### src/rtl/ffcp_params.svh
`ifndef FFCP_PARAMS_SVH
`define FFCP_PARAMS_SVH
// clock and serial timing
`define FFCP_CLK_NS 100
`define FFCP_SCLK_HALF_NS 333
`define FFCP_HALF_CYC ((`FFCP_SCLK_HALF_NS + `FFCP_CLK_NS - 1) / `FFCP_CLK_NS)
`define FFCP_TACH_GATE_MS 1000
`define FFCP_TACH_GATE_CYC (`FFCP_TACH_GATE_MS * 1000000 / `FFCP_CLK_NS)
`define FFCP_RPM_SCALE 16'h001e
// frame lengths, minus one
`define FFCP_ATTEN_LAST 5'h07
`define FFCP_DAC_LAST 5'h0f
// register byte offsets
`define FFCP_REG_ATTEN 8'h00
`define FFCP_REG_DAC 8'h04
`define FFCP_REG_STATUS 8'h08
`define FFCP_REG_READBACK 8'h0c
`define FFCP_REG_THERMO 8'h10
`define FFCP_REG_TACH 8'h14
`define FFCP_REG_RPM 8'h18
// converter channels
`define FFCP_CH_COOLING 3'h0
`define FFCP_CH_BACKEND 3'h4
`define FFCP_CH_HORIZONTAL 3'h5
`define FFCP_CH_VERTICAL 3'h6
`define FFCP_CH_LONGITUDINAL 3'h7
`define FFCP_CODE_MAX 12'hfff
`endif

### src/rtl/ffcp_pkg.sv
`default_nettype none
package ffcp_pkg;
    typedef enum logic [2:0] {
        ST_IDLE,
        ST_LOW,
        ST_HIGH,
        ST_LATCH,
        ST_END
    } ffcp_state_type;

    // outgoing pins of the two serial links
    typedef struct packed {
        logic atten_sclk;
        logic atten_sdi;
        logic [3:0] latch;
        logic dac_sclk;
        logic dac_sdi;
        logic dac_cs_n;
    } ffcp_link_type;
endpackage
`default_nettype wire

### src/rtl/ffcp_host.sv
// Local design decisions: the AHB-Lite register port and the register offsets.
`include "ffcp_params.svh"
`timescale 1ns/1ns
`default_nettype none
module ffcp_host #(
    parameter int TACH_GATE_CYC = `FFCP_TACH_GATE_CYC
) (
    // clock and reset
    input wire logic hclk,
    input wire logic hresetn,
    // ahb-lite slave
    input wire logic hsel,
    input wire logic [31:0] haddr,
    input wire logic [1:0] htrans,
    input wire logic hwrite,
    input wire logic [2:0] hsize,
    input wire logic [31:0] hwdata,
    input wire logic hready,
    output logic hreadyout,
    output logic hresp,
    output logic [31:0] hrdata,
    // attenuator link
    output logic atten_serial_clock,
    output logic atten_serial_in,
    output logic latch_longitudinal,
    output logic latch_vertical,
    output logic latch_horizontal,
    output logic latch_backend,
    input wire logic readback_longitudinal,
    input wire logic readback_vertical,
    input wire logic readback_horizontal,
    input wire logic readback_backend,
    // converter link
    output logic converter_serial_clock,
    output logic converter_serial_in,
    output logic converter_select_n,
    // thermometer, tachometer, revision
    input wire logic thermometer_line_in,
    output logic thermometer_line_out,
    output logic thermometer_line_oe,
    input wire logic rotor_pulse_out,
    input wire logic revision_sense
);
    localparam logic [2:0] HALF_LAST = 3'(`FFCP_HALF_CYC - 1);
    localparam logic [23:0] GATE_LAST = 24'(TACH_GATE_CYC - 1);

    // input synchronisers: readbacks 0..3, thermo 4, tach 5, revision 6
    logic [6:0] sync1_r, sync2_r;
    logic tach_prev_r;
    wire logic [6:0] pins = {revision_sense, rotor_pulse_out,
        thermometer_line_in, readback_backend, readback_horizontal,
        readback_vertical, readback_longitudinal};
    always_ff @(posedge hclk or negedge hresetn) begin
        if (!hresetn) begin
            // idle pin levels: no false tach edge, no start before sensing
            sync1_r <= 7'h70;
            sync2_r <= 7'h70;
            tach_prev_r <= 1'b1;
        end else begin
            sync1_r <= pins;
            sync2_r <= sync1_r;
            tach_prev_r <= sync2_r[5];
        end
    end
    wire logic modern = !sync2_r[6];

    function automatic logic [31:0] read_mux(input logic [7:0] a,
        input logic [31:0] atten, input logic [31:0] dac,
        input logic [31:0] stat, input logic [31:0] rb,
        input logic [31:0] th, input logic [31:0] ta,
        input logic [31:0] rpm);
        if (a == `FFCP_REG_ATTEN) read_mux = atten;
        else if (a == `FFCP_REG_DAC) read_mux = dac;
        else if (a == `FFCP_REG_STATUS) read_mux = stat;
        else if (a == `FFCP_REG_READBACK) read_mux = rb;
        else if (a == `FFCP_REG_THERMO) read_mux = th;
        else if (a == `FFCP_REG_TACH) read_mux = ta;
        else if (a == `FFCP_REG_RPM) read_mux = rpm;
        else read_mux = 32'h0000_0000;
    endfunction

    // bus and register state
    logic wr_pend_r, wr_pend_nxt;
    logic [7:0] waddr_r, waddr_nxt;
    logic [31:0] hrdata_r, hrdata_nxt;
    logic [9:0] atten_cfg_r, atten_cfg_nxt;
    logic [14:0] dac_cfg_r, dac_cfg_nxt;
    logic therm_drive_r, therm_drive_nxt;
    // serial engine state
    ffcp_pkg::ffcp_state_type state_r, state_nxt;
    ffcp_pkg::ffcp_link_type link_r, link_nxt;
    logic [2:0] div_r, div_nxt;
    logic [4:0] bit_r, bit_nxt;
    logic [15:0] shift_r, shift_nxt;
    logic is_dac_r, is_dac_nxt;
    logic [31:0] rb_r, rb_nxt;
    // tachometer state
    logic [23:0] gate_r, gate_nxt;
    logic [15:0] edges_r, edges_nxt, tach_r, tach_nxt;
    logic [31:0] rpm_r, rpm_nxt;

    wire logic addr_ok = hsel && htrans[1] && hready;
    wire logic busy = state_r != ffcp_pkg::ST_IDLE;
    wire logic tick = div_r == HALF_LAST;
    wire logic gate_end = gate_r == GATE_LAST;
    wire logic [31:0] status = {30'h0, modern, busy};

    always_comb begin
        wr_pend_nxt = addr_ok && hwrite;
        waddr_nxt = addr_ok ? haddr[7:0] : waddr_r;
        hrdata_nxt = hrdata_r;
        if (addr_ok && !hwrite)
            hrdata_nxt = read_mux(haddr[7:0], {22'h0, atten_cfg_r},
                {17'h0, dac_cfg_r}, status, rb_r,
                {30'h0, sync2_r[4], therm_drive_r}, {16'h0, tach_r}, rpm_r);
        atten_cfg_nxt = atten_cfg_r;
        dac_cfg_nxt = dac_cfg_r;
        therm_drive_nxt = therm_drive_r;
        state_nxt = state_r;
        link_nxt = link_r;
        div_nxt = (busy && !tick) ? div_r + 3'h1 : 3'h0;
        bit_nxt = bit_r;
        shift_nxt = shift_r;
        is_dac_nxt = is_dac_r;
        rb_nxt = rb_r;
        if (wr_pend_r && waddr_r == `FFCP_REG_THERMO)
            therm_drive_nxt = hwdata[0];
        case (state_r)
            ffcp_pkg::ST_IDLE: begin
                // attenuator and converter writes while busy or on an older unit are dropped
                if (wr_pend_r && modern && waddr_r == `FFCP_REG_ATTEN) begin
                    atten_cfg_nxt = hwdata[9:0];
                    shift_nxt = {hwdata[7:0], 8'h00};
                    bit_nxt = `FFCP_ATTEN_LAST;
                    is_dac_nxt = 1'b0;
                    link_nxt.atten_sdi = hwdata[7];
                    state_nxt = ffcp_pkg::ST_LOW;
                end else if (wr_pend_r && modern
                        && waddr_r == `FFCP_REG_DAC) begin
                    // frame: zero, channel, 12-bit code
                    dac_cfg_nxt = hwdata[14:0];
                    shift_nxt = {1'b0, hwdata[14:0]};
                    bit_nxt = `FFCP_DAC_LAST;
                    is_dac_nxt = 1'b1;
                    link_nxt.dac_sdi = 1'b0;
                    link_nxt.dac_cs_n = 1'b0;
                    state_nxt = ffcp_pkg::ST_LOW;
                end
            end
            ffcp_pkg::ST_LOW: if (tick) begin
                if (is_dac_r) link_nxt.dac_sclk = 1'b1;
                else begin
                    link_nxt.atten_sclk = 1'b1;
                    for (int i = 0; i < 4; i++)
                        rb_nxt[i*8 +: 8] = {rb_r[i*8 +: 7], sync2_r[i]};
                end
                state_nxt = ffcp_pkg::ST_HIGH;
            end
            ffcp_pkg::ST_HIGH: if (tick) begin
                link_nxt.atten_sclk = 1'b0;
                link_nxt.dac_sclk = 1'b0;
                if (bit_r == 5'h00) begin
                    if (is_dac_r) state_nxt = ffcp_pkg::ST_END;
                    else begin
                        link_nxt.latch[atten_cfg_r[9:8]] = 1'b1;
                        state_nxt = ffcp_pkg::ST_LATCH;
                    end
                end else begin
                    bit_nxt = bit_r - 5'h01;
                    shift_nxt = {shift_r[14:0], 1'b0};
                    if (is_dac_r) link_nxt.dac_sdi = shift_r[14];
                    else link_nxt.atten_sdi = shift_r[14];
                    state_nxt = ffcp_pkg::ST_LOW;
                end
            end
            ffcp_pkg::ST_LATCH: if (tick) begin
                link_nxt.latch = 4'h0;
                state_nxt = ffcp_pkg::ST_END;
            end
            ffcp_pkg::ST_END: if (tick) begin
                link_nxt.dac_cs_n = 1'b1;
                state_nxt = ffcp_pkg::ST_IDLE;
            end
            default: state_nxt = ffcp_pkg::ST_IDLE;
        endcase
        // speed: full periods per gate times scale
        gate_nxt = gate_end ? 24'h000000 : gate_r + 24'h000001;
        edges_nxt = edges_r;
        tach_nxt = tach_r;
        rpm_nxt = rpm_r;
        if (sync2_r[5] && !tach_prev_r) edges_nxt = edges_r + 16'h0001;
        if (gate_end) begin
            tach_nxt = edges_nxt;
            rpm_nxt = 32'(edges_nxt) * 32'(`FFCP_RPM_SCALE);
            edges_nxt = 16'h0000;
        end
    end

    always_ff @(posedge hclk or negedge hresetn) begin
        if (!hresetn) begin
            wr_pend_r <= 1'b0;
            waddr_r <= 8'h00;
            hrdata_r <= 32'h0000_0000;
            atten_cfg_r <= 10'h000;
            dac_cfg_r <= 15'h0000;
            therm_drive_r <= 1'b0;
            state_r <= ffcp_pkg::ST_IDLE;
            link_r <= '{dac_cs_n: 1'b1, default: '0};
            div_r <= 3'h0;
            bit_r <= 5'h00;
            shift_r <= 16'h0000;
            is_dac_r <= 1'b0;
            rb_r <= 32'h0000_0000;
            gate_r <= 24'h000000;
            edges_r <= 16'h0000;
            tach_r <= 16'h0000;
            rpm_r <= 32'h0000_0000;
        end else begin
            wr_pend_r <= wr_pend_nxt;
            waddr_r <= waddr_nxt;
            hrdata_r <= hrdata_nxt;
            atten_cfg_r <= atten_cfg_nxt;
            dac_cfg_r <= dac_cfg_nxt;
            therm_drive_r <= therm_drive_nxt;
            state_r <= state_nxt;
            link_r <= link_nxt;
            div_r <= div_nxt;
            bit_r <= bit_nxt;
            shift_r <= shift_nxt;
            is_dac_r <= is_dac_nxt;
            rb_r <= rb_nxt;
            gate_r <= gate_nxt;
            edges_r <= edges_nxt;
            tach_r <= tach_nxt;
            rpm_r <= rpm_nxt;
        end
    end

    // constant-valued flops keep every output registered
    logic ready_r, zero_r;
    always_ff @(posedge hclk or negedge hresetn) begin
        if (!hresetn) begin
            ready_r <= 1'b0;
            zero_r <= 1'b0;
        end else begin
            ready_r <= 1'b1;
            zero_r <= 1'b0;
        end
    end

    assign hreadyout = ready_r;
    assign hresp = zero_r;
    assign hrdata = hrdata_r;
    assign atten_serial_clock = link_r.atten_sclk;
    assign atten_serial_in = link_r.atten_sdi;
    assign latch_longitudinal = link_r.latch[0];
    assign latch_vertical = link_r.latch[1];
    assign latch_horizontal = link_r.latch[2];
    assign latch_backend = link_r.latch[3];
    assign converter_serial_clock = link_r.dac_sclk;
    assign converter_serial_in = link_r.dac_sdi;
    assign converter_select_n = link_r.dac_cs_n;
    assign thermometer_line_out = zero_r;
    assign thermometer_line_oe = therm_drive_r;

    // checks
    logic [3:0] rise_cnt_r;
    always_ff @(posedge hclk or negedge hresetn) begin
        if (!hresetn) rise_cnt_r <= 4'h0;
        else if (state_r == ffcp_pkg::ST_IDLE) rise_cnt_r <= 4'h0;
        else if (link_r.atten_sclk && !link_nxt.atten_sclk)
            rise_cnt_r <= rise_cnt_r;
        else if (!link_r.atten_sclk && link_nxt.atten_sclk)
            rise_cnt_r <= rise_cnt_r + 4'h1;
    end
endmodule // ffcp_host
`default_nettype wire

### config.mk
export PLATFORM = sky130hd
export DESIGN_NAME = ffcp_host
export DESIGN_NICKNAME = d
export VERILOG_FILES = /design/src/rtl/ffcp_pkg.sv /design/src/rtl/ffcp_host.sv
export VERILOG_INCLUDE_DIRS = /design/src /design/src/rtl
export SDC_FILE = /design/constraint.sdc
export NUM_CORES = 1
export LEC_CHECK = 0
export BUFFER_PORTS_ARGS = -buffer_cell sky130_fd_sc_hd__buf_2
export CAP_MARGIN = 25
export CORE_MARGIN = 2
export CORE_UTILIZATION = 35
export CTS_CLUSTER_SIZE = 40
export DETAILED_ROUTE_END_ITERATION = 6
export GPL_ROUTABILITY_DRIVEN = 0
export SLEW_MARGIN = 40
export SYNTH_ARGS = -nofsm -noshare
export SYNTH_HDL_FRONTEND = slang
export SYNTH_SLANG_ARGS = --single-unit
### constraint.sdc
create_clock -name hclk -period 7 [get_ports hclk]
set_input_delay 0.35 -clock hclk [delete_from_list [all_inputs] [get_ports hclk]]
set_output_delay 0.35 -clock hclk [all_outputs]
set_load 0.05 [all_outputs]
**After elaboration in Yosys (flattened, before gate mapping)**

Cells that the tools add are included.

- Register bits after elaboration: 227
- Output and inout bits: 45
- Logic and storage cells: 157

- Add/subtract/negate cells: 4
- $mul: 1
- Magnitude comparators: 2
- Equality and inequality tests: 28
- Multiplexer cells: 56
- Bitwise operators: 3
- Reductions and logical operators: 37

Operators with widths:

| cell | count |
|---|---|
| $mux W32 | 4 |
| $mux W21 | 3 |
| $mux W15 | 4 |
| $eq A8 B5 Y1 const B | 4 |
| $mux W16 | 2 |
| $pmux W15 S2 | 1 |
| $mux W3 | 9 |
| $ne A2 B2 Y1 const B | 13 |
| $add A24 B1 Y24 const B | 1 |
| $eq A24 B24 Y1 const B | 1 |
| $mux W24 | 1 |
| $mul A16 B4 Y20 const B | 1 |
| $mux W5 | 4 |
| $add A16 B1 Y16 const B | 1 |
| $eq A8 B3 Y1 const B | 2 |
| $eq A8 B4 Y1 const B | 2 |
| $logic_not A8 Y1 | 2 |
| $reduce_and A4 Y1 | 4 |
| $pmux W3 S5 | 1 |
| $reduce_and A5 Y1 | 3 |
| $mux W1 | 13 |
| $mux W4 | 3 |
| $logic_and A1 B1 Y1 | 11 |
| $pmux W1 S2 | 5 |
| 23 further kinds | 36 |

**Longest topological paths before layout**

Gate-level depths: netlist of run 1.

- Depth in word-level cells: 9
- Mapped depth: 18
- Gate-level depth less buffers: 17

**Worst setup path after synthesis of run 1**

No wires, ideal clock.

- Path type: register -> register
- Start: register sync2_r[5]
- End: register rpm_r[19]
- Library setup time: 135 ps
- Arrival time: 4192 ps
- Required time: 6865 ps
- Setup slack: 2673 ps
- Stages on the path, launching flop included: 18
- Cell sequence: dfstp_2 nor2b_1 buf_2 nand4_1 or3_1 xor2_1 xnor2_1 xnor2_1 fa_1 inv_1 ha_1 clkbuf_1 a2111oi_0 nand2b_1 a41oi_1 a21oi_1 xnor2_1 o21ai_0

- Cells in the longest elaborated chain, start to end: 3

RTL lines:

| item | RTL line | text |
|---|---|---|
| start: declaration | ffcp_host.sv:48 | `logic [6:0] sync1_r, sync2_r;` |
| start signal: assignment | ffcp_host.sv:61 | `sync2_r <= sync1_r;` |
| $logic_and A1 B1 Y1 | ffcp_host.sv:191 | `if (sync2_r[5] && !tach_prev_r) edges_nxt = edges_r + 16'h0001;` |
| $mux W16 | ffcp_host.sv:191 |  |
| $mul A16 B4 Y20 | ffcp_host.sv:194 | `` rpm_nxt = 32'(edges_nxt) * 32'(`FFCP_RPM_SCALE); `` |
| end signal: assignment | ffcp_host.sv:235 | `rpm_r <= rpm_nxt;` |
| end: declaration | ffcp_host.sv:100 | `logic [31:0] rpm_r, rpm_nxt;` |

Every way passes these cells.
A chain may end at the register's enable or synchronous reset.

**Final worst setup path of run 1**

- Start: register sync2_r[5]
- End: register rpm_r[20]

Same word-level chain as after synthesis.

==> results of run 1 <==
synthesized netlist by cell type, types with 6 or more instances:
library cell	number	area share (%)
buf_2	11	0.48
nor4_1	6	0.33
nand4_1	10	0.55
maj3_1	7	0.62
nand3_1	47	2.1
nor2_1	82	2.7
xnor2_1	43	3.3
o21ai_0	65	2.9
and2_1	7	0.38
a21o_1	18	1.2
clkbuf_1	27	0.89
a211oi_1	13	0.86
inv_1	54	1.8
a222oi_1	11	0.97
nand2_1	170	5.6
nor3b_1	8	0.53
mux2_2	62	6.1
dfstp_2	8	1.8
a21oi_1	38	1.7
mux2i_1	12	1.1
ha_1	32	3.5
and3_1	7	0.38
o21a_1	6	0.40
nor3_1	16	0.70
xor2_1	23	1.8
fa_1	17	3.0
dfrtp_1	218	48
repair_timing:
action | in CTS | in global routing
setup endpoints to repair | 0 | 0
hold endpoints to repair | 74 | 0
setup buffers | 0 | 0
hold buffers | 8 | 0
resized for setup | 0 | 0
final timing paths:
kind                                  from            end  slack, ns  cells past startpoint
worst max register to register  sync2_r[5]      rpm_r[20]       2.07                     17
worst min-delay path            hwdata[12]  dac_cfg_r[12]       0.06                      3
max in group asynchronous          hresetn        rb_r[3]       5.49                      3
min in group asynchronous          hresetn     hrdata[25]       0.36                      2
worst min register to register  sync1_r[3]     sync2_r[3]       0.35                      0
worst max-delay path            sync2_r[5]      rpm_r[20]       2.07                     17
final cells by class:
type	count	area (um2)	area share (%)
multi-input cells	781	5350	40.5
inverters	55	206	1.56
repair buffers	95	556	4.20
clock inverters	7	118	0.889
well taps	442	553	4.18
clock buffers	38	774	5.86
flip-flops and latches	226	5670	42.8
sequential cells by signal, indices dropped and copies added, names as in the netlist, 8 cells and up:
register	count
waddr_r	8
atten_cfg_r	10
edges_r	16
rpm_r	19
hrdata	32
dac_cfg_r	15
shift_r	15
gate_r	24
tach_r	16
rb_r	32
tightest hold or removal path, cell delays in order:
cell     delay, ns
buf_2         0.09
nand2_1       0.04
nand2_1       0.04
per-layer routing:
layer,global-route usage (%),wire (um),vias to the layer above,share of wire [%]
li1,-,-,3978,-
met1,20.8,12000,4059,48
met2,24.6,11600,141,46
met3,2.19,924,32,3.7
met4,4.61,680,0,2.7
met5,0,0,-,0
power by group through the flow:
stage / Sequential, mW / Combinational (mW) / Clock, mW
after global routing: 1.41 / 1.21 / 1.49
after floorplan: 1.42 / 0.802 / 0
after global placement: 1.43 / 1.02 / 0
after detailed placement: 1.43 / 1.05 / 0
after CTS: 1.41 / 1.07 / 1.43
final: 1.41 / 1.06 / 1.39
cell families (layout without fill, tap and decap cells):
family | count (synthesis) | after routing | synth area share [%]
buffers and inverters | 105 | 195 | 3.95
other | 2 | 3 | 0.0660
AO/OA/AOI/OAI | 193 | 193 | 10.8
flip-flops | 226 | 226 | 49.8
multiplexers | 74 | 74 | 7.19
XOR/XNOR | 66 | 66 | 5.08
AND/OR/NAND/NOR | 389 | 389 | 16.0
adder cells (fa/ha/maj) | 56 | 56 | 7.13
stage by stage:
stage | util (%) | std cells | area, um2 | hold slack, ns | total power [mW]
final | 41.0 | 1644 | 13200 | 0.0558 | 3.86
after CTS | 40.9 | 1644 | 13200 | 0.0399 | 3.90
after floorplan | - | 1112 | 11400 | 0.0544 | 2.23
after detailed placement | 37.9 | 1591 | 12200 | 0.335 | 2.48
after global placement | 37.7 | 1591 | 12200 | 0.329 | 2.44
after global routing | 41.0 | 1644 | 13200 | 0.0506 | 4.11
==> results.cfg, run 1 <==
[clock_network]
numCtsBuffers = 25
cts_tree = built
clock_sinks = 226
htreeDepth = 1
clockBufferDepth = 3
clock-root-buffer = clkbuf_16
cts.reportedPaths.clkPinSlew_ns = 0.06
worstSkewPairLatency_ns = 0.52

[final_layout]
final_cell_mix = dfrtp_1, nand2_1, nor2_1
drive_gt1_share_pct = 18.6
fill_cells = 3116
layout_commonest_cell = dfrtp_1
nets = 1314
area_delta_synth_final_pct = 16.2
antenna_cells = 0

[power_and_ir_drop]
p_sw_share_pct = 30.8
seqPwrFrac_pct = 36.4
netSwitchingPower_mw = 1.19
power-per-cell-area_mw_per_mm2 = 292
p_int_mw = 2.67
p_leak_nw = 6.28
clkPwrFrac_pct = 36.1
ir_drop_v = 0.000284
comb_power_share_pct = 27.5

[floorplanning]
start_util_pct = 35.2
row_count = 66
dieWidth_um = 184
io-pin-count = 126
die_h_um = 184
coreArea_mm2 = 0.0323
design.die.area_mm2 = 0.0340

[sta]
period_share_pct = 70.4
slew_viol_final = 0
finalSetupViolations = 0
max_freq_mhz = 203
skew_ns = 0.0198
rsz0062_at_grt = no
tightest_slew_ns = 0.866
tns_ns = 0
post-route-min-period_ns = 4.93
hold_violations = 0
slew_headroom_pct = 42.1
worst_slack_ns = 2.07

[detailed_routing]
wl_per_cell_um = 15.3
drtPass1Iterations = 5
drt_iter0_markers = 503
vias_per_cell = 4.99
num_vias = 8210
wl_um = 25200
drc_errors = 0
antenna_left = 0

[critical_path]
critPathKind = reg2reg
max_stage_delay_ns = 0.53
slowest_stage = dfstp_2
cp-end-kind = flip-flop
crit_fanout = 8
cp-start-kind = flip-flop
path_delay_family = simple AND/OR/NAND/NOR gates
cp_data_arrival_time_ns = 5.39
crit_required_ns = 7.46
cp_cell_sequence = nor2b_1 -> nand4_1 -> nor3_1 -> nand3_1 -> xor2_2 -> xor2_1 -> ha_1 -> inv_1 -> fa_1 -> inv_1 -> ha_1 -> and3_1 -> o21a_1 -> o21ai_0 -> nor4bb_1 -> a211oi_1 -> nand2_1
worstPathBufferInverterCount = 2

[global_route]
grt.total_usage_pct = 15.1
overflow = 0
grt_first_pass_wirelength_um = 41900
grt_max_degree = 82
grt_pass1_vias = 8170
antenna_found_initial = 0

[placement]
dpl.hpwl_um = 17800
io_buffers = 78
dp_slack_ns = 1.89

[logic_synthesis]
seq_area_frac_synth_pct = 49.8
synth_area_mm2 = 0.0114
synth_flop_cell = dfrtp_1
avgSynthCellArea_um2 = 10.2
ys_seq_elements = 226
ys_async_sr_fraction_pct = 100
synth-edff-count = 0
netlist_instances = 1111
yosysWarningCount = 0
synth_cell_type_count = 66

[job]
maxCapViolations = 0

[hold_path]
hp-class = in2reg

[run_status]
outcome = complete, no violations
Note: power is estimated with default switching activity, not from simulation.
==> run 2, diff against run 1 <==
==> constraint.sdc (replaced) <==
create_clock -name hclk -period 4.91 [get_ports hclk]
set_input_delay 0.2455 -clock hclk [delete_from_list [all_inputs] [get_ports hclk]]
set_output_delay 0.2455 -clock hclk [all_outputs]
set_load 0.05 [all_outputs]
==> run 2 against run 1 <==
Against the previous run:
- register-to-register slack lost 1.5 ns
- non-clock buffer count grew 31
- final cell count grew 1.8%
- wire length shrank 1.2%
- fmax grew 13%
- via count is essentially flat
- largest cell class unchanged
- largest power group unchanged
- highest routed layer unchanged
==> results.cfg, run 2 (synthesized netlist as in run 1, its figures left out) <==
[clock_network]
cts.reportedPaths.clkPinSlew_ns = 0.06
clock_sinks = 226
worstSkewPairLatency_ns = 0.52
post_cts_buffers = 0
htreeDepth = 1
cts_resized = 0
cts_tree = built
clockBufferDepth = 3
numCtsBuffers = 25
clock-root-buffer = clkbuf_16

[power_and_ir_drop]
power_mw = 5.45
ir_drop_v = 0.000413
p_sw_share_pct = 30.6
clkPwrFrac_pct = 35.5
seqPwrFrac_pct = 36.8
p_leak_nw = 6.39
power-per-cell-area_mw_per_mm2 = 406
p_int_mw = 3.79
netSwitchingPower_mw = 1.67
comb_power_share_pct = 27.8

[final_layout]
antenna_cells = 0
drive_gt1_share_pct = 18.7
multiInputGateArea_mm2 = 0.00530
final_cell_mix = dfrtp_1, nand2_1, nor2_1
fill_cells = 3102
layout_commonest_cell = dfrtp_1
seq_area_mm2 = 0.00567
area_delta_synth_final_pct = 18.0
nets = 1345

[critical_path]
crit_required_ns = 5.29
r2r_setup_slack_ns = 0.54
r2r-end = rpm_r[19]
cp-end-kind = flip-flop
critPathKind = reg2reg
crit_fanout = 8
worst-r2r-cell-count = 16
regToRegStartpoint = sync2_r[5]
cp_data_arrival_time_ns = 4.74
cp-start-kind = flip-flop

[global_route]
overflow = 0
grt_max_degree = 139
antenna_found_initial = 0
grt.total_usage_pct = 15.0
grt_pass1_vias = 8229
grt_first_pass_wirelength_um = 41900

[floorplanning]
coreArea_mm2 = 0.0323
row_count = 66
start_util_pct = 35.2
design.die.area_mm2 = 0.0340
die_h_um = 184
dieWidth_um = 184
io-pin-count = 126

[sta]
slew_viol_final = 0
slew_headroom_pct = 51.1
tightest_slew_ns = 0.733
tns_ns = 0
period_share_pct = 88.9
finalSetupViolations = 0
rsz0062_at_grt = no
skew_ns = 0.00840
holdWs_ns = 0.0258
hold_violations = 0
max_freq_mhz = 229
post-route-min-period_ns = 4.37

[detailed_routing]
wl_per_cell_um = 14.9
wl_um = 24900
drc_errors = 0
vias_per_cell = 4.90
antenna_left = 0
drtPass1Iterations = 5
drt_iter0_markers = 537
num_vias = 8206

[hold_path]
hold_depth = 2
hold_start = hwdata[2]
hp-class = in2reg
min_to = atten_cfg_r[2]

[placement]
io_buffers = 78
dpl.hpwl_um = 17500

[job]
maxCapViolations = 0

[run_status]
outcome = complete, no violations
==> run 2: cell types whose count changed in the layout (fill, tap and decap cells not counted), sizes merged <==
| cell | before | now |
|---|---|---|
| clkbuf | 38 | 35 |
| buf | 87 | 101 |
| dlygate4sd3 | 8 | 25 |
| clkinvlp | 0 | 2 |
| clkinv | 3 | 4 |
| inv | 56 | 55 |
==> run 2: per-stage QoR <==
| step | util (%) | instances | cell area (um2) | setup slack (ns) |
|---|---|---|---|---|
| floorplan | - | 1112 | 11400 | 0.583 |
| global placement | 38.0 | 1604 | 12300 | 0.513 |
| detailed placement | 38.1 | 1604 | 12300 | 0.520 |
| CTS | 41.5 | 1673 | 13400 | 0.489 |
| global route | 41.6 | 1674 | 13400 | 0.0103 |
| finish | 41.6 | 1674 | 13400 | 0.543 |
==> run 2: how the worst max path moves through the flow <==
stage / from / to / slack (ns) / depth (start not counted)
2_1_floorplan: sync2_r[5] / rpm_r[19] / 0.58 / 17
3_3_place_gp: sync2_r[5] / rpm_r[20] / 0.51 / 17
3_5_place_dp: sync2_r[5] / rpm_r[20] / 0.52 / 17
4_1_cts: sync2_r[5] / rpm_r[20] / 0.49 / 17
5_1_grt: sync2_r[5] / rpm_r[19] / 0.01 / 16
6_report: sync2_r[5] / rpm_r[19] / 0.54 / 16
==> run 2: routing by layer <==
layer | wire (um) | vias to the layer above | track usage [%]
met1 | 11900 | 4013 | 20.7
met3 | 838 | 32 | 1.90
met4 | 616 | 0 | 4.64
li1 | - | 4045 | -
met2 | 11500 | 116 | 24.7
met5 | 0 | - | 0
==> run 2: final cells by class <==
class / instances / area share, %
clock buffer: 35 / 5.46
clock inverter: 9 / 0.960
inverter: 55 / 1.54
multi-input combinational: 781 / 39.5
sequential: 226 / 42.2
tap: 442 / 4.12
timing repair buffer: 126 / 6.25
==> run 2: power by group through the flow <==
stage               registers [mW]  logic [mW]  clock network [mW]
finish                        2.00        1.52                1.93
global route                  2.02        1.77                2.06
CTS                           2.00        1.52                1.99
global placement              2.03        1.46                   0
detailed placement            2.04        1.50                   0
floorplan                     2.03        1.14                   0
==> run 2: worst max-delay path: stages, from the launching register on <==
cell	delay, ns
dfstp_2	0.53
nor2b_1	0.17
nand4_1	0.20
nor3_1	0.37
xnor2_1	0.23
buf_4	0.21
maj3_1	0.37
fa_1	0.49
inv_1	0.04
ha_1	0.40
a2111oi_0	0.47
buf_4	0.20
nand2b_1	0.05
a41oi_1	0.20
a21oi_1	0.08
xnor2_1	0.15
o21ai_0	0.08
==> run 2: timing repair <==
item                                    4_1_cts  5_1_grt
hold buffers                                 25        0
endpoints found under the setup margin        0        0
endpoints found under the hold margin       111        0
==> run 3, diff against run 2 <==
--- a/config.mk
+++ b/config.mk
@@ -7,12 +7,12 @@
 export NUM_CORES = 1
 export LEC_CHECK = 0
 export BUFFER_PORTS_ARGS = -buffer_cell sky130_fd_sc_hd__buf_2
-export CAP_MARGIN = 25
 export CORE_MARGIN = 2
 export CORE_UTILIZATION = 35
 export CTS_CLUSTER_SIZE = 40
 export DETAILED_ROUTE_END_ITERATION = 6
 export GPL_ROUTABILITY_DRIVEN = 0
+export RECOVER_POWER = 25
 export SLEW_MARGIN = 40
 export SYNTH_ARGS = -nofsm -noshare
 export SYNTH_HDL_FRONTEND = slang
==> run 3 against run 2 <==
Against the previous run:
- the run now ends with capacitance limit, slew limit left
- first-iteration DRC count decreased by 5.8%
- sequential share of layout area increased by 0.075 points
- wire length about the same
- global-route usage unchanged
- hold slack about the same
- core utilization decreased by 0.074 points
- critical endpoint unchanged
- largest power group unchanged
==> results.cfg, run 3 (synthesized netlist as in run 1, its figures left out) <==
[run_status]
outcome = complete, but fails checks
violations = capacitance limit, slew limit

[critical_path]
critPathKind = reg2reg
cp_data_arrival_time_ns = 4.74
regToRegStartpoint = sync2_r[5]
cp-start-kind = flip-flop
slowest_stage = dfstp_2
r2r_setup_slack_ns = 0.54
path_delay_family = adder cells
worst-r2r-cell-count = 16
worstPathBufferInverterCount = 3
max_stage_delay_ns = 0.53
r2r-end = rpm_r[19]
cp_cell_sequence = nor2b_1 -> nand4_1 -> nor3_1 -> xnor2_1 -> buf_4 -> maj3_1 -> fa_1 -> inv_1 -> ha_1 -> a2111oi_0 -> buf_4 -> nand2b_1 -> a41oi_1 -> a21oi_1 -> xnor2_1 -> o21ai_0
crit_required_ns = 5.29
cp-end-kind = flip-flop
crit_fanout = 8

[hold_path]
hold_start = hwdata[2]
hold_depth = 2
min_to = atten_cfg_r[2]
hp-class = in2reg

[placement]
dpl.hpwl_um = 17500
dp_slack_ns = 0.520
io_buffers = 78

[sta]
hold_violations = 0
finalSetupViolations = 0
max_freq_mhz = 229
slew_viol_final = 89
period_share_pct = 88.9
tightest_slew_ns = 2.24
worst_slack_ns = 0.544
holdWs_ns = 0.0255
tns_ns = 0
skew_ns = 0.00885
post-route-min-period_ns = 4.37
slew_headroom_pct = -49.5
rsz0062_at_grt = no

[detailed_routing]
drt_iter0_markers = 506
wl_um = 24900
num_vias = 8217
wl_per_cell_um = 14.9
antenna_left = 0
drtPass1Iterations = 5
vias_per_cell = 4.91
drc_errors = 0

[clock_network]
worstSkewPairLatency_ns = 0.52
cts.reportedPaths.clkPinSlew_ns = 0.06
clockBufferDepth = 3
cts_resized = 0
htreeDepth = 1
cts_tree = built
clock-root-buffer = clkbuf_16
numCtsBuffers = 25
clock_sinks = 226

[power_and_ir_drop]
p_sw_share_pct = 30.6
power-per-cell-area_mw_per_mm2 = 407
ir_drop_v = 0.000417
seqPwrFrac_pct = 36.7
netSwitchingPower_mw = 1.67
comb_power_share_pct = 27.8
power_mw = 5.46
clkPwrFrac_pct = 35.4
p_int_mw = 3.79
p_leak_nw = 6.34

[final_layout]
antenna_cells = 0
nets = 1345
final_cell_mix = dfrtp_1, nand2_1, nor2_1
drive_gt1_share_pct = 17.8
layout_commonest_cell = dfrtp_1
area_delta_synth_final_pct = 17.8
finalCoreUtilization_pct = 41.5

[global_route]
overflow = 0
antenna_found_initial = 0
grt_max_degree = 139
grt_first_pass_wirelength_um = 41900
grt.total_usage_pct = 15.0
grt_pass1_vias = 8229

[floorplanning]
die_h_um = 184
dieWidth_um = 184
row_count = 66
start_util_pct = 35.2
io-pin-count = 126
coreArea_mm2 = 0.0323
design.die.area_mm2 = 0.0340

[job]
maxCapViolations = 1
==> run 3: changes by cell type in the layout (fill, tap and decap cells not counted), sizes merged <==
cell / change
buf: -12
clkbuf: +12
==> run 3: how the worst max path moves through the flow <==
stage	startpoint	cells past startpoint	endpoint
2_1_floorplan	sync2_r[5]	17	rpm_r[19]
3_3_place_gp	sync2_r[5]	17	rpm_r[20]
3_5_place_dp	sync2_r[5]	17	rpm_r[20]
4_1_cts	sync2_r[5]	17	rpm_r[20]
5_1_grt	sync2_r[5]	16	rpm_r[19]
6_report	sync2_r[5]	16	rpm_r[19]
==> run 3: per-layer routing <==
metal | track usage (%) | up-vias | routed length [um]
met5 | 0 | - | 0
met4 | 4.64 | 0 | 620
met3 | 1.90 | 32 | 798
met2 | 24.7 | 116 | 11500
met1 | 20.7 | 4021 | 12000
li1 | - | 4048 | -
==> run 3: what timing repair did <==
item	CTS	global route
hold buffers	25	0
buffers inserted	0	0
hold endpoints to repair	111	0
==> run 3: final cells by class <==
| class | count | area (um2) |
|---|---|---|
| Tap cell | 442 | 553 |
| Clock inverter | 9 | 129 |
| Multi-Input combinational cell | 781 | 5300 |
| Inverter | 55 | 206 |
| Clock buffer | 35 | 733 |
| Timing Repair Buffer | 126 | 816 |
| Fill cell | 3103 | 18900 |
| Sequential cell | 226 | 5670 |
==> run 3: power groups by stage <==
stage | clock network, mW | logic (mW) | registers, mW
6_report | 1.93 | 1.52 | 2.00
5_1_grt | 2.06 | 1.77 | 2.02
4_1_cts | 1.99 | 1.52 | 2.00
3_5_place_dp | 0 | 1.50 | 2.04
3_3_place_gp | 0 | 1.46 | 2.03
2_1_floorplan | 0 | 1.14 | 2.03
==> run 3: stage by stage <==
stage / std cells / cell area, um2
global placement: 1604 / 12300
detailed placement: 1604 / 12300
floorplan: 1112 / 11400
CTS: 1673 / 13400
global route: 1674 / 13400
finish: 1674 / 13400
